===== src/logic/flash_host_pkg.sv =====
// Package with constants and types shared by the flash host controller.
package flash_host_pkg;
    // Bus widths of the device pins.
    localparam int ADDR_W = 23;
    localparam int DATA_W = 16;
    // Bit positions of the status bits shown during an embedded operation.
    localparam int POLL_BIT   = 7;
    localparam int TOGGLE_BIT = 6;
    // Bus cycle timing at 200 MHz (5 ns clock period).
    localparam int CLK_PERIOD_NS = 5;
    localparam int RANDOM_ACCESS_NS = 70;
    localparam int PAGE_ACCESS_NS = 30;
    localparam int WRITE_PULSE_NS = 35;
    localparam int RESTORE_PULSE_NS = 500;
    localparam int RANDOM_CYC =
        (RANDOM_ACCESS_NS + CLK_PERIOD_NS - 1) / CLK_PERIOD_NS;
    localparam int PAGE_CYC =
        (PAGE_ACCESS_NS + CLK_PERIOD_NS - 1) / CLK_PERIOD_NS;
    localparam int WRITE_CYC =
        (WRITE_PULSE_NS + CLK_PERIOD_NS - 1) / CLK_PERIOD_NS;
    localparam int RESTORE_CYC =
        (RESTORE_PULSE_NS + CLK_PERIOD_NS - 1) / CLK_PERIOD_NS;
    localparam int GAP_CYC = 2;
    localparam int CNT_W = 8;
    // Page geometry: eight words per page.
    localparam int PAGE_W = 3;
    // Standard unlock addresses and command codes.
    localparam logic [ADDR_W-1:0] UNLOCK_A1 = 23'h000555;
    localparam logic [ADDR_W-1:0] UNLOCK_A2 = 23'h0002AA;
    localparam logic [DATA_W-1:0] CODE_UNLOCK1 = 16'h00AA;
    localparam logic [DATA_W-1:0] CODE_UNLOCK2 = 16'h0055;
    localparam logic [DATA_W-1:0] CODE_PROGRAM = 16'h00A0;
    localparam logic [DATA_W-1:0] CODE_ERASE = 16'h0080;
    localparam logic [DATA_W-1:0] CODE_SECTOR = 16'h0030;
    localparam logic [DATA_W-1:0] CODE_BYPASS = 16'h0020;
    localparam logic [DATA_W-1:0] CODE_BYP_EX1 = 16'h0090;
    localparam logic [DATA_W-1:0] CODE_BYP_EX2 = 16'h0000;
    localparam logic [DATA_W-1:0] CODE_SUSPEND = 16'h00B0;
    localparam logic [DATA_W-1:0] CODE_RESUME = 16'h0030;
    localparam logic [DATA_W-1:0] CODE_RESET = 16'h00F0;
    localparam logic [DATA_W-1:0] CODE_OTP_ENTER = 16'h0088;
    localparam logic [DATA_W-1:0] CODE_OTP_EXIT = 16'h0090;
    localparam logic [DATA_W-1:0] CODE_OTP_EXIT2 = 16'h0000;
    // User operations.
    typedef enum logic [3:0] {
        OP_READ, OP_PROGRAM, OP_ERASE, OP_SUSPEND, OP_RESUME,
        OP_BYPASS_ON, OP_BYPASS_OFF, OP_OTP_ENTER, OP_OTP_EXIT,
        OP_RESET, OP_RESTORE
    } op_e;
endpackage


===== src/logic/flash_bus_cycle.sv =====
// One read or write cycle on the flash pins, timed in clock cycles.
`timescale 1ns/1ps
module flash_bus_cycle (
    // Clock and reset.
    input  wire logic                              clock,
    input  wire logic                              rst_n,
    // Cycle request.
    input  wire logic                              start,
    input  wire logic                              is_write,
    input  wire logic                              fast,
    input  wire logic [flash_host_pkg::ADDR_W-1:0] addr,
    input  wire logic [flash_host_pkg::DATA_W-1:0] wdata,
    output logic                                   busy,
    output logic                                   done,
    output logic [flash_host_pkg::DATA_W-1:0]      rdata,
    // Synchronised read data from the pins.
    input  wire logic [flash_host_pkg::DATA_W-1:0] pin_din,
    // Device pins.
    output logic                                   chip_sel_n,
    output logic                                   write_n,
    output logic                                   out_en_n,
    output logic [flash_host_pkg::ADDR_W-1:0]      addr_out,
    output logic [flash_host_pkg::DATA_W-1:0]      data_out,
    output logic                                   data_oe
);
    import flash_host_pkg::*;

    typedef enum logic [1:0] {C_IDLE, C_ACT, C_GAP} cyc_e;
    cyc_e             state;
    logic [CNT_W-1:0] cnt;
    logic             wr;

    // Access length: reads wait the random or page time, writes the pulse.
    // Three extra cycles cover the input synchroniser on the read path.
    wire [CNT_W-1:0] act_len = is_write ? CNT_W'(WRITE_CYC)
        : fast ? CNT_W'(PAGE_CYC + 3) : CNT_W'(RANDOM_CYC + 3);
    wire in_act = (state == C_ACT);

    assign busy = (state != C_IDLE);
    // Strobes stay off when idle: a deselected device sits in standby.
    assign chip_sel_n = !in_act;
    assign write_n    = !(in_act && wr);
    assign out_en_n   = !(in_act && !wr);
    assign data_oe    = in_act && wr;

    // Cycle sequencer; a gap separates cycles so the device sees edges.
    always_ff @(posedge clock or negedge rst_n) begin
        if (!rst_n) begin
            state    <= C_IDLE;
            cnt      <= '0;
            wr       <= 1'b0;
            done     <= 1'b0;
            rdata    <= '0;
            addr_out <= '0;
            data_out <= '0;
        end else begin
            done <= 1'b0;
            unique case (state)
                C_IDLE: if (start) begin
                    state    <= C_ACT;
                    cnt      <= act_len;
                    wr       <= is_write;
                    addr_out <= addr;
                    data_out <= wdata;
                end
                C_ACT: if (cnt == CNT_W'(1)) begin
                    state <= C_GAP;
                    cnt   <= CNT_W'(GAP_CYC);
                    if (!wr) begin
                        rdata <= pin_din;
                    end
                end else begin
                    cnt <= cnt - CNT_W'(1);
                end
                C_GAP: if (cnt == CNT_W'(1)) begin
                    state <= C_IDLE;
                    done  <= 1'b1;
                end else begin
                    cnt <= cnt - CNT_W'(1);
                end
            endcase
        end
    end
endmodule


===== src/logic/flash_host.sv =====
// Host controller that drives the banked page flash through its pins.
`timescale 1ns/1ps
module flash_host (
    // Clock and reset.
    input  wire logic                              clock,
    input  wire logic                              rst_n,
    // User command port.
    input  wire logic                              req_valid,
    output logic                                   req_ready,
    input  wire flash_host_pkg::op_e               req_op,
    input  wire logic [flash_host_pkg::ADDR_W-1:0] req_addr,
    input  wire logic [flash_host_pkg::DATA_W-1:0] req_data,
    input  wire logic                              lock_guard_on,
    // User answer port.
    output logic                                   resp_valid,
    output logic [flash_host_pkg::DATA_W-1:0]      resp_data,
    output logic                                   op_busy,
    output logic                                   bypass_mode,
    output logic                                   erase_held,
    // Device pins.
    output logic                                   chip_sel_n,
    output logic                                   write_n,
    output logic                                   out_en_n,
    output logic                                   restore_n,
    output logic                                   lock_guard_n,
    output logic [flash_host_pkg::ADDR_W-1:0]      addr_out,
    input  wire logic [flash_host_pkg::DATA_W-1:0] word_data_lines_in,
    output logic [flash_host_pkg::DATA_W-1:0]      word_data_lines_out,
    output logic                                   word_data_lines_oe,
    input  wire logic                              done_indicator_pin
);
    import flash_host_pkg::*;

    typedef enum logic [2:0] {
        S_IDLE, S_SEQ, S_WAIT, S_READ, S_RESTORE
    } host_e;

    // Reset release through two flip-flops.
    logic rst_meta;
    logic rst_sync_n;
    always_ff @(posedge clock or negedge rst_n) begin
        if (!rst_n) begin
            rst_meta   <= 1'b0;
            rst_sync_n <= 1'b0;
        end else begin
            rst_meta   <= 1'b1;
            rst_sync_n <= rst_meta;
        end
    end

    // Three-stage input synchronisers; a change counts when stages 2 and 3
    // agree, so a half-settled bus word is never taken.
    logic [DATA_W-1:0] din_s1;
    logic [DATA_W-1:0] din_s2;
    logic [DATA_W-1:0] din_s3;
    logic [DATA_W-1:0] din;
    logic [2:0]        rdy_s;
    logic              rdy;
    always_ff @(posedge clock or negedge rst_sync_n) begin
        if (!rst_sync_n) begin
            din_s1 <= '0;
            din_s2 <= '0;
            din_s3 <= '0;
            din    <= '0;
            rdy_s  <= 3'h7;
            rdy    <= 1'b1;
        end else begin
            din_s1 <= word_data_lines_in;
            din_s2 <= din_s1;
            din_s3 <= din_s2;
            rdy_s  <= {rdy_s[1:0], done_indicator_pin};
            if (din_s2 == din_s3) begin
                din <= din_s3;
            end
            if (rdy_s[1] == rdy_s[2]) begin
                rdy <= rdy_s[2];
            end
        end
    end

    // Controller state.
    host_e             state;
    op_e               op;
    logic [ADDR_W-1:0] op_addr;
    logic [DATA_W-1:0] op_data;
    logic [2:0]        step;
    logic [2:0]        nsteps;
    logic [CNT_W-1:0]  rcnt;
    logic [DATA_W-1:0] last_status;
    logic              have_status;
    logic [ADDR_W-PAGE_W-1:0] open_page;
    logic              page_open;

    // Bus cycle engine signals.
    logic              cyc_start;
    logic              cyc_write;
    logic [ADDR_W-1:0] cyc_addr;
    logic [DATA_W-1:0] cyc_wdata;
    logic              cyc_busy;
    logic              cyc_done;
    logic [DATA_W-1:0] cyc_rdata;
    logic              cyc_oe;

    // Number of write cycles for each operation.
    function automatic logic [2:0] seq_len(input op_e o, input logic byp);
        unique case (o)
            OP_PROGRAM:    seq_len = byp ? 3'h2 : 3'h4;
            OP_ERASE:      seq_len = 3'h6;
            OP_BYPASS_ON:  seq_len = 3'h3;
            OP_BYPASS_OFF: seq_len = 3'h2;
            OP_OTP_ENTER:  seq_len = 3'h3;
            OP_OTP_EXIT:   seq_len = 3'h4;
            default:       seq_len = 3'h1;
        endcase
    endfunction

    // Address and data of write cycle k of an operation.
    function automatic logic [ADDR_W+DATA_W-1:0] seq_word(
        input op_e o, input logic byp, input logic [2:0] k,
        input logic [ADDR_W-1:0] a, input logic [DATA_W-1:0] d);
        logic [ADDR_W-1:0] wa;
        logic [DATA_W-1:0] wd;
        wa = (k[0] == 1'b0) ? UNLOCK_A1 : UNLOCK_A2;
        wd = (k[0] == 1'b0) ? CODE_UNLOCK1 : CODE_UNLOCK2;
        unique case (o)
            OP_PROGRAM: if (byp) begin
                wa = (k == 3'h0) ? a : a;
                wd = (k == 3'h0) ? CODE_PROGRAM : d;
            end else if (k == 3'h2) begin
                wa = UNLOCK_A1;
                wd = CODE_PROGRAM;
            end else if (k == 3'h3) begin
                wa = a;
                wd = d;
            end
            OP_ERASE: if (k == 3'h2) begin
                wd = CODE_ERASE;
            end else if (k == 3'h5) begin
                wa = a;
                wd = CODE_SECTOR;
            end
            OP_BYPASS_ON: if (k == 3'h2) wd = CODE_BYPASS;
            OP_BYPASS_OFF: begin
                wa = a;
                wd = (k == 3'h0) ? CODE_BYP_EX1 : CODE_BYP_EX2;
            end
            OP_OTP_ENTER: if (k == 3'h2) wd = CODE_OTP_ENTER;
            OP_OTP_EXIT: if (k == 3'h2) begin
                wd = CODE_OTP_EXIT;
            end else if (k == 3'h3) begin
                wd = CODE_OTP_EXIT2;
            end
            OP_SUSPEND: begin
                wa = a;
                wd = CODE_SUSPEND;
            end
            OP_RESUME: begin
                wa = a;
                wd = CODE_RESUME;
            end
            default: wd = CODE_RESET;
        endcase
        seq_word = {wa, wd};
    endfunction

    wire [ADDR_W+DATA_W-1:0] word_now =
        seq_word(op, bypass_mode, step, op_addr, op_data);
    wire is_embedded = (op == OP_PROGRAM) || (op == OP_ERASE) ||
        (op == OP_RESUME);
    // Toggling bit 6 between two status reads means still running.
    wire toggled = have_status &&
        (last_status[TOGGLE_BIT] != cyc_rdata[TOGGLE_BIT]);
    // Polarity bit equal to the written data means a program finished.
    wire poll_ok = (cyc_rdata[POLL_BIT] == op_data[POLL_BIT]);
    wire finished = !toggled && ((op != OP_PROGRAM) || poll_ok) && rdy;
    // Reads stay in an open page are timed short.
    wire same_page = page_open &&
        (open_page == req_addr[ADDR_W-1:PAGE_W]);
    wire take = req_valid && req_ready;

    assign req_ready = (state == S_IDLE);
    assign op_busy = (state == S_WAIT);
    assign cyc_start = (state == S_SEQ || state == S_WAIT ||
        state == S_READ) && !cyc_busy && !cyc_done;
    assign cyc_write = (state == S_SEQ);
    assign cyc_addr = (state == S_SEQ) ? word_now[ADDR_W+DATA_W-1:DATA_W]
        : op_addr;
    assign cyc_wdata = word_now[DATA_W-1:0];
    assign lock_guard_n = !lock_guard_on;
    assign word_data_lines_oe = cyc_oe;

    // Operation sequencer: issues writes, then polls status to completion.
    always_ff @(posedge clock or negedge rst_sync_n) begin
        if (!rst_sync_n) begin
            state       <= S_IDLE;
            op          <= OP_READ;
            op_addr     <= '0;
            op_data     <= '0;
            step        <= '0;
            nsteps      <= '0;
            rcnt        <= '0;
            last_status <= '0;
            have_status <= 1'b0;
            resp_valid  <= 1'b0;
            resp_data   <= '0;
            bypass_mode <= 1'b0;
            erase_held  <= 1'b0;
            restore_n   <= 1'b1;
            open_page   <= '0;
            page_open   <= 1'b0;
        end else begin
            resp_valid <= 1'b0;
            unique case (state)
                S_IDLE: if (take) begin
                    op          <= req_op;
                    op_addr     <= req_addr;
                    op_data     <= req_data;
                    step        <= '0;
                    nsteps      <= seq_len(req_op, bypass_mode);
                    have_status <= 1'b0;
                    if (req_op == OP_RESTORE) begin
                        state     <= S_RESTORE;
                        rcnt      <= CNT_W'(RESTORE_CYC);
                        restore_n <= 1'b0;
                    end else if (req_op == OP_READ) begin
                        state <= S_READ;
                    end else begin
                        state <= S_SEQ;
                        page_open <= 1'b0;
                    end
                end
                S_SEQ: if (cyc_done) begin
                    if (step == nsteps - 3'h1) begin
                        state <= is_embedded ? S_WAIT : S_IDLE;
                        resp_valid <= !is_embedded;
                        if (op == OP_BYPASS_ON) bypass_mode <= 1'b1;
                        if (op == OP_BYPASS_OFF || op == OP_RESET)
                            bypass_mode <= 1'b0;
                        if (op == OP_SUSPEND) erase_held <= 1'b1;
                        if (op == OP_RESUME) erase_held <= 1'b0;
                    end else begin
                        step <= step + 3'h1;
                    end
                end
                S_WAIT: if (cyc_done) begin
                    last_status <= cyc_rdata;
                    have_status <= 1'b1;
                    if (finished) begin
                        state      <= S_IDLE;
                        resp_valid <= 1'b1;
                        resp_data  <= cyc_rdata;
                    end
                end
                S_READ: if (cyc_done) begin
                    state      <= S_IDLE;
                    resp_valid <= 1'b1;
                    resp_data  <= cyc_rdata;
                    open_page  <= op_addr[ADDR_W-1:PAGE_W];
                    page_open  <= 1'b1;
                end
                S_RESTORE: if (rcnt == CNT_W'(1)) begin
                    restore_n   <= 1'b1;
                    state       <= S_IDLE;
                    resp_valid  <= 1'b1;
                    bypass_mode <= 1'b0;
                    erase_held  <= 1'b0;
                    page_open   <= 1'b0;
                end else begin
                    rcnt <= rcnt - CNT_W'(1);
                end
                default: state <= S_IDLE;
            endcase
        end
    end

    // Fast timing is chosen when the read stays within the open page.
    logic fast_read;
    always_ff @(posedge clock or negedge rst_sync_n) begin
        if (!rst_sync_n) begin
            fast_read <= 1'b0;
        end else if (take) begin
            fast_read <= same_page && req_op == OP_READ;
        end
    end

    flash_bus_cycle u_cycle (
        .clock      (clock),
        .rst_n      (rst_sync_n),
        .start      (cyc_start),
        .is_write   (cyc_write),
        .fast       (fast_read && state == S_READ),
        .addr       (cyc_addr),
        .wdata      (cyc_wdata),
        .busy       (cyc_busy),
        .done       (cyc_done),
        .rdata      (cyc_rdata),
        .pin_din    (din),
        .chip_sel_n (chip_sel_n),
        .write_n    (write_n),
        .out_en_n   (out_en_n),
        .addr_out   (addr_out),
        .data_out   (word_data_lines_out),
        .data_oe    (cyc_oe)
    );
endmodule


===== config.mk =====
export PLATFORM = sky130hd
export DESIGN_NAME = flash_host
export DESIGN_NICKNAME = d
export VERILOG_FILES = /design/src/logic/flash_host_pkg.sv /design/src/logic/flash_bus_cycle.sv /design/src/logic/flash_host.sv
export SDC_FILE = /design/constraint.sdc
export NUM_CORES = 1
export LEC_CHECK = 0
export ABC_AREA = 1
export BUFFER_PORTS_ARGS = -buffer_cell sky130_fd_sc_hd__buf_2
export CELL_PAD_IN_SITES_DETAIL_PLACEMENT = 1
export CELL_PAD_IN_SITES_GLOBAL_PLACEMENT = 2
export CORE_ASPECT_RATIO = 0.8
export CORE_UTILIZATION = 32
export CTS_CLUSTER_DIAMETER = 100
export DETAILED_ROUTE_END_ITERATION = 7
export GPL_TIMING_DRIVEN = 0
export PLACE_DENSITY_LB_ADDON = 0.2
export REMOVE_ABC_BUFFERS = 1
export SLEW_MARGIN = 20
export SYNTH_ARGS = -nofsm -noshare
export SYNTH_HDL_FRONTEND = slang
export SYNTH_SLANG_ARGS = --single-unit

===== constraint.sdc =====
create_clock -name clock -period 7.5 [get_ports clock]
set_input_delay 1.125 -clock clock [delete_from_list [all_inputs] [get_ports clock]]
set_output_delay 1.125 -clock clock [all_outputs]
set_load 0.03 [all_outputs]

==> results by group <==
Detailed routing
  – 1st-pass router iterations: 8
  – 1st-iter DRT viols: 321
  – Via density: 4.72
  – Vias: 8547
  – Routed WL: 29900 um
  – DRC: 2
  – Post-route ant nets: 0
  – WL per Instance: 16.5 um

Power
  – Sw frac: 41.0%
  – Combinational power share: 37.1%
  – Pwr Density: 407 nW/um^2
  – VDD IR max: 0.203 mV
  – Net Switching: 2.17 mW
  – Internal power: 3.13 mW
  – Sequential power share: 34.1%
  – LEAKAGE: 6.56 nW
  – Proportion of power drawn by the clock network: 28.8%

Clocking
  – CTS clk-pin slew, worst paths: 0.07 ns
  – CTS tree: done
  – Clk sinks: 241
  – CTS root buffer: clkbuf_16
  – Post-CTS Setup Bufs: 0
  – Number of hold buffers added after cts: 0
  – Worst skew pair latency: 0.57 ns
  – H-tree levels: 1
  – CTS max path bufs: 3
  – CTS Buf Count: 27
  – Post-CTS sizing: 0

STA
  – Tcrit/Tclk final: 39.0%
  – Fin. Hold Viols: 0
  – Tmin final: 2.92 ns
  – RSZ-0062 raised after global routing: no
  – Worst Max-Slew Pin Slew: 1.03 ns
  – Peak Freq: 342 MHz
  – Final setup TNS: 0 ns
  – Hold slack: 0.171 ns
  – Rel. slew slack: 30.8%
  – Max Slew Vio Count: 0
  – Skew final: 0.0225 ns
  – Final setup viols: 0

Synthesis
  – Unique cell type count in the Yosys netlist: 42
  – Top post-synthesis cells by area: dfrtp_1 (55%), nand2_1 (13%), o21ai_0 (4.8%)
  – Asr flop ratio synth: 100%
  – Commonest cells in the netlist: nand2_1 (368), dfrtp_1 (236), nor2_1 (107), o21ai_0 (103), inv_1 (98)
  – Synth Cell Area: 10800 um^2
  – Yosys warns: 0
  – Leading area contributor after synthesis: dfrtp_1
  – EDFF count, synth: 0
  – Register bit total from synthesis: 241
  – Most common cell in the netlist: nand2_1
  – Avg Inst Size Synth: 8.75 um^2
  – Syn Inst Count: 1230
  – Seq/Total Area, Yosys: 56.1%
  – Synth top area share: 54.9%
  – Top FF cell, synth: dfrtp_1

Setup path
  – Crit path kind: reg2reg
  – Arr. time, crit path: 3.41 ns
  – WP data required: 7.99 ns
  – Startpoint types: flop
  – Crit. End Element: flop
  – CP max stage cell: inv_2
  – Crit path top cell by count: inv_1
  – CP Max Fanout: 32
  – CP peak stage delay: 0.68 ns
  – Crit path buffers/inverters: 3
  – Cell chain of the critical path: inv_1 > ha_1 > inv_1 > nor2_1 > nand3_2 > inv_2 > nand2_1 > or3_4 > o21ai_2
  – CP delay by family, top: simple AND/OR/NAND/NOR gates

Run status
  – Failing checks: design-rule violations
  – Status: complete, but fails checks

GRT
  – Vias in the first global route: 8896
  – Largest net degree at the start of global routing: 53
  – Overall Global Routing Usage: 17.9%
  – First-pass GRT wire length: 49600 um
  – Initial antenna violation count: 2
  – GRT overflow: 0

Finish
  – Final Util: 39.8%
  – Diode count: 0
  – NumNets Final: 1440
  – P&R area growth vs syn: 21.1%
  – Layout cells sized above 1: 18.2%
  – Fillers: 3882

Place
  – IO Port Bufs: 129
  – DP Wirelength: 21400 um
  – RePlAce Congestion: 0.806

Die
  – Initial Utilization: 32.8%
  – Chip Height: 166 um
  – Full die area: 34400 um^2
  – CORE AREA: 32800 um^2
  – Rows: 59
  – Die extent in x: 207 um
  – Num ports: 130

Worst hold path
  – Hold WC Path Type: reg2async

Flow run
  – Max cap viols: 0
==> registers in the layout, summed over array words and instances, names as in the netlist, 16 cells and up <==
signal and flops:
u_cycle.data_out 16, resp_data 16, din_s2 16, u_cycle.addr_out 23
open_page 20, din 16, op_data 16, u_cycle.rdata 16
din_s1 16, op_addr 23, din_s3 16
==> power groups by stage <==
stage	sequential (mW)	clock, mW	combinational, mW
detailed placement	1.83	0	1.99
global placement	1.85	0	1.88
CTS	1.81	1.58	2.01
finish	1.81	1.53	1.97
floorplan	1.95	0	1.17
global route	1.85	1.63	2.25
==> layer usage <==
layer  vias to the layer above  track usage, %  wire length (um)
li1                       4217               -                 -
met1                      4170            27.5             15700
met2                       116            25.9             12500
met3                        40            3.16              1110
met4                         4            4.35               620
met5                         -               0                23
==> area by class of cell <==
cell class	instances	area, um^2	area share (%)
clock inverter	13	265	2.04
sequential	241	6040	46.3
tap	427	534	4.10
multi-input combinational	842	4160	31.9
timing repair buffer	138	855	6.56
clock buffer	37	763	5.86
inverter	112	420	3.23
==> cells in the final DEF (no fill, tap or decap), drive strengths merged, types with 2 or more instances in the layout <==
cell type | Yosys | final
nor3 | 9 | 9
o2111ai | 2 | 2
inv | 112 | 113
ha | 14 | 14
a31oi | 3 | 3
clkinvlp | 0 | 4
clkbuf | 13 | 37
nand2 | 377 | 377
dfrtp | 236 | 236
o21ai | 117 | 117
xnor2 | 22 | 22
dfstp | 5 | 5
nand3 | 60 | 60
a21oi | 45 | 45
or2 | 5 | 5
buf | 22 | 138
xor2 | 10 | 10
o22ai | 5 | 5
nor2 | 115 | 115
mux2 | 15 | 15
o211ai | 10 | 10
a22oi | 3 | 3
bufinv | 0 | 7
o31ai | 3 | 3
nand4 | 21 | 21
==> through the flow <==
step | power [mW] | instances | area (um^2) | setup WS (ns)
2_1_floorplan | 3.12 | 1195 | 10600 | 0.295
3_3_place_gp | 3.74 | 1751 | 11800 | -3.01
3_5_place_dp | 3.82 | 1760 | 12000 | 4.50
4_1_cts | 5.40 | 1810 | 13000 | 4.47
5_1_grt | 5.72 | 1810 | 13000 | 4.29
6_report | 5.30 | 1810 | 13000 | 4.58
==> logic make-up after synthesis <==
| family | Yosys count | synth area share, % |
|---|---|---|
| simple gates | 588 | 22.7 |
| flops | 241 | 56.1 |
| compound gates | 191 | 9.81 |
| buf+inv | 147 | 5.50 |
| xor+xnor | 32 | 2.60 |
| fa+ha+maj | 15 | 1.72 |
| mux | 15 | 1.57 |
| other cells | 1 | 0.0348 |
==> worst paths after layout <==
kind	startpoint	endpoint	slack [ns]	cells past startpoint
worst min-delay path	rst_sync_n	u_cycle.addr_out[18]	0.17	0
worst min register to register	rst_sync_n	u_cycle.addr_out[18]	0.17	0
min in group clock	din_s1[10]	din_s2[10]	0.35	0
max in group asynchronous	rst_sync_n	restore_n	6.11	3
worst max register to register	u_cycle.state[0]	u_cycle.data_out[15]	4.58	9
worst max-delay path	u_cycle.state[0]	u_cycle.data_out[15]	4.58	9
Power figures use the tool's default switching activity.
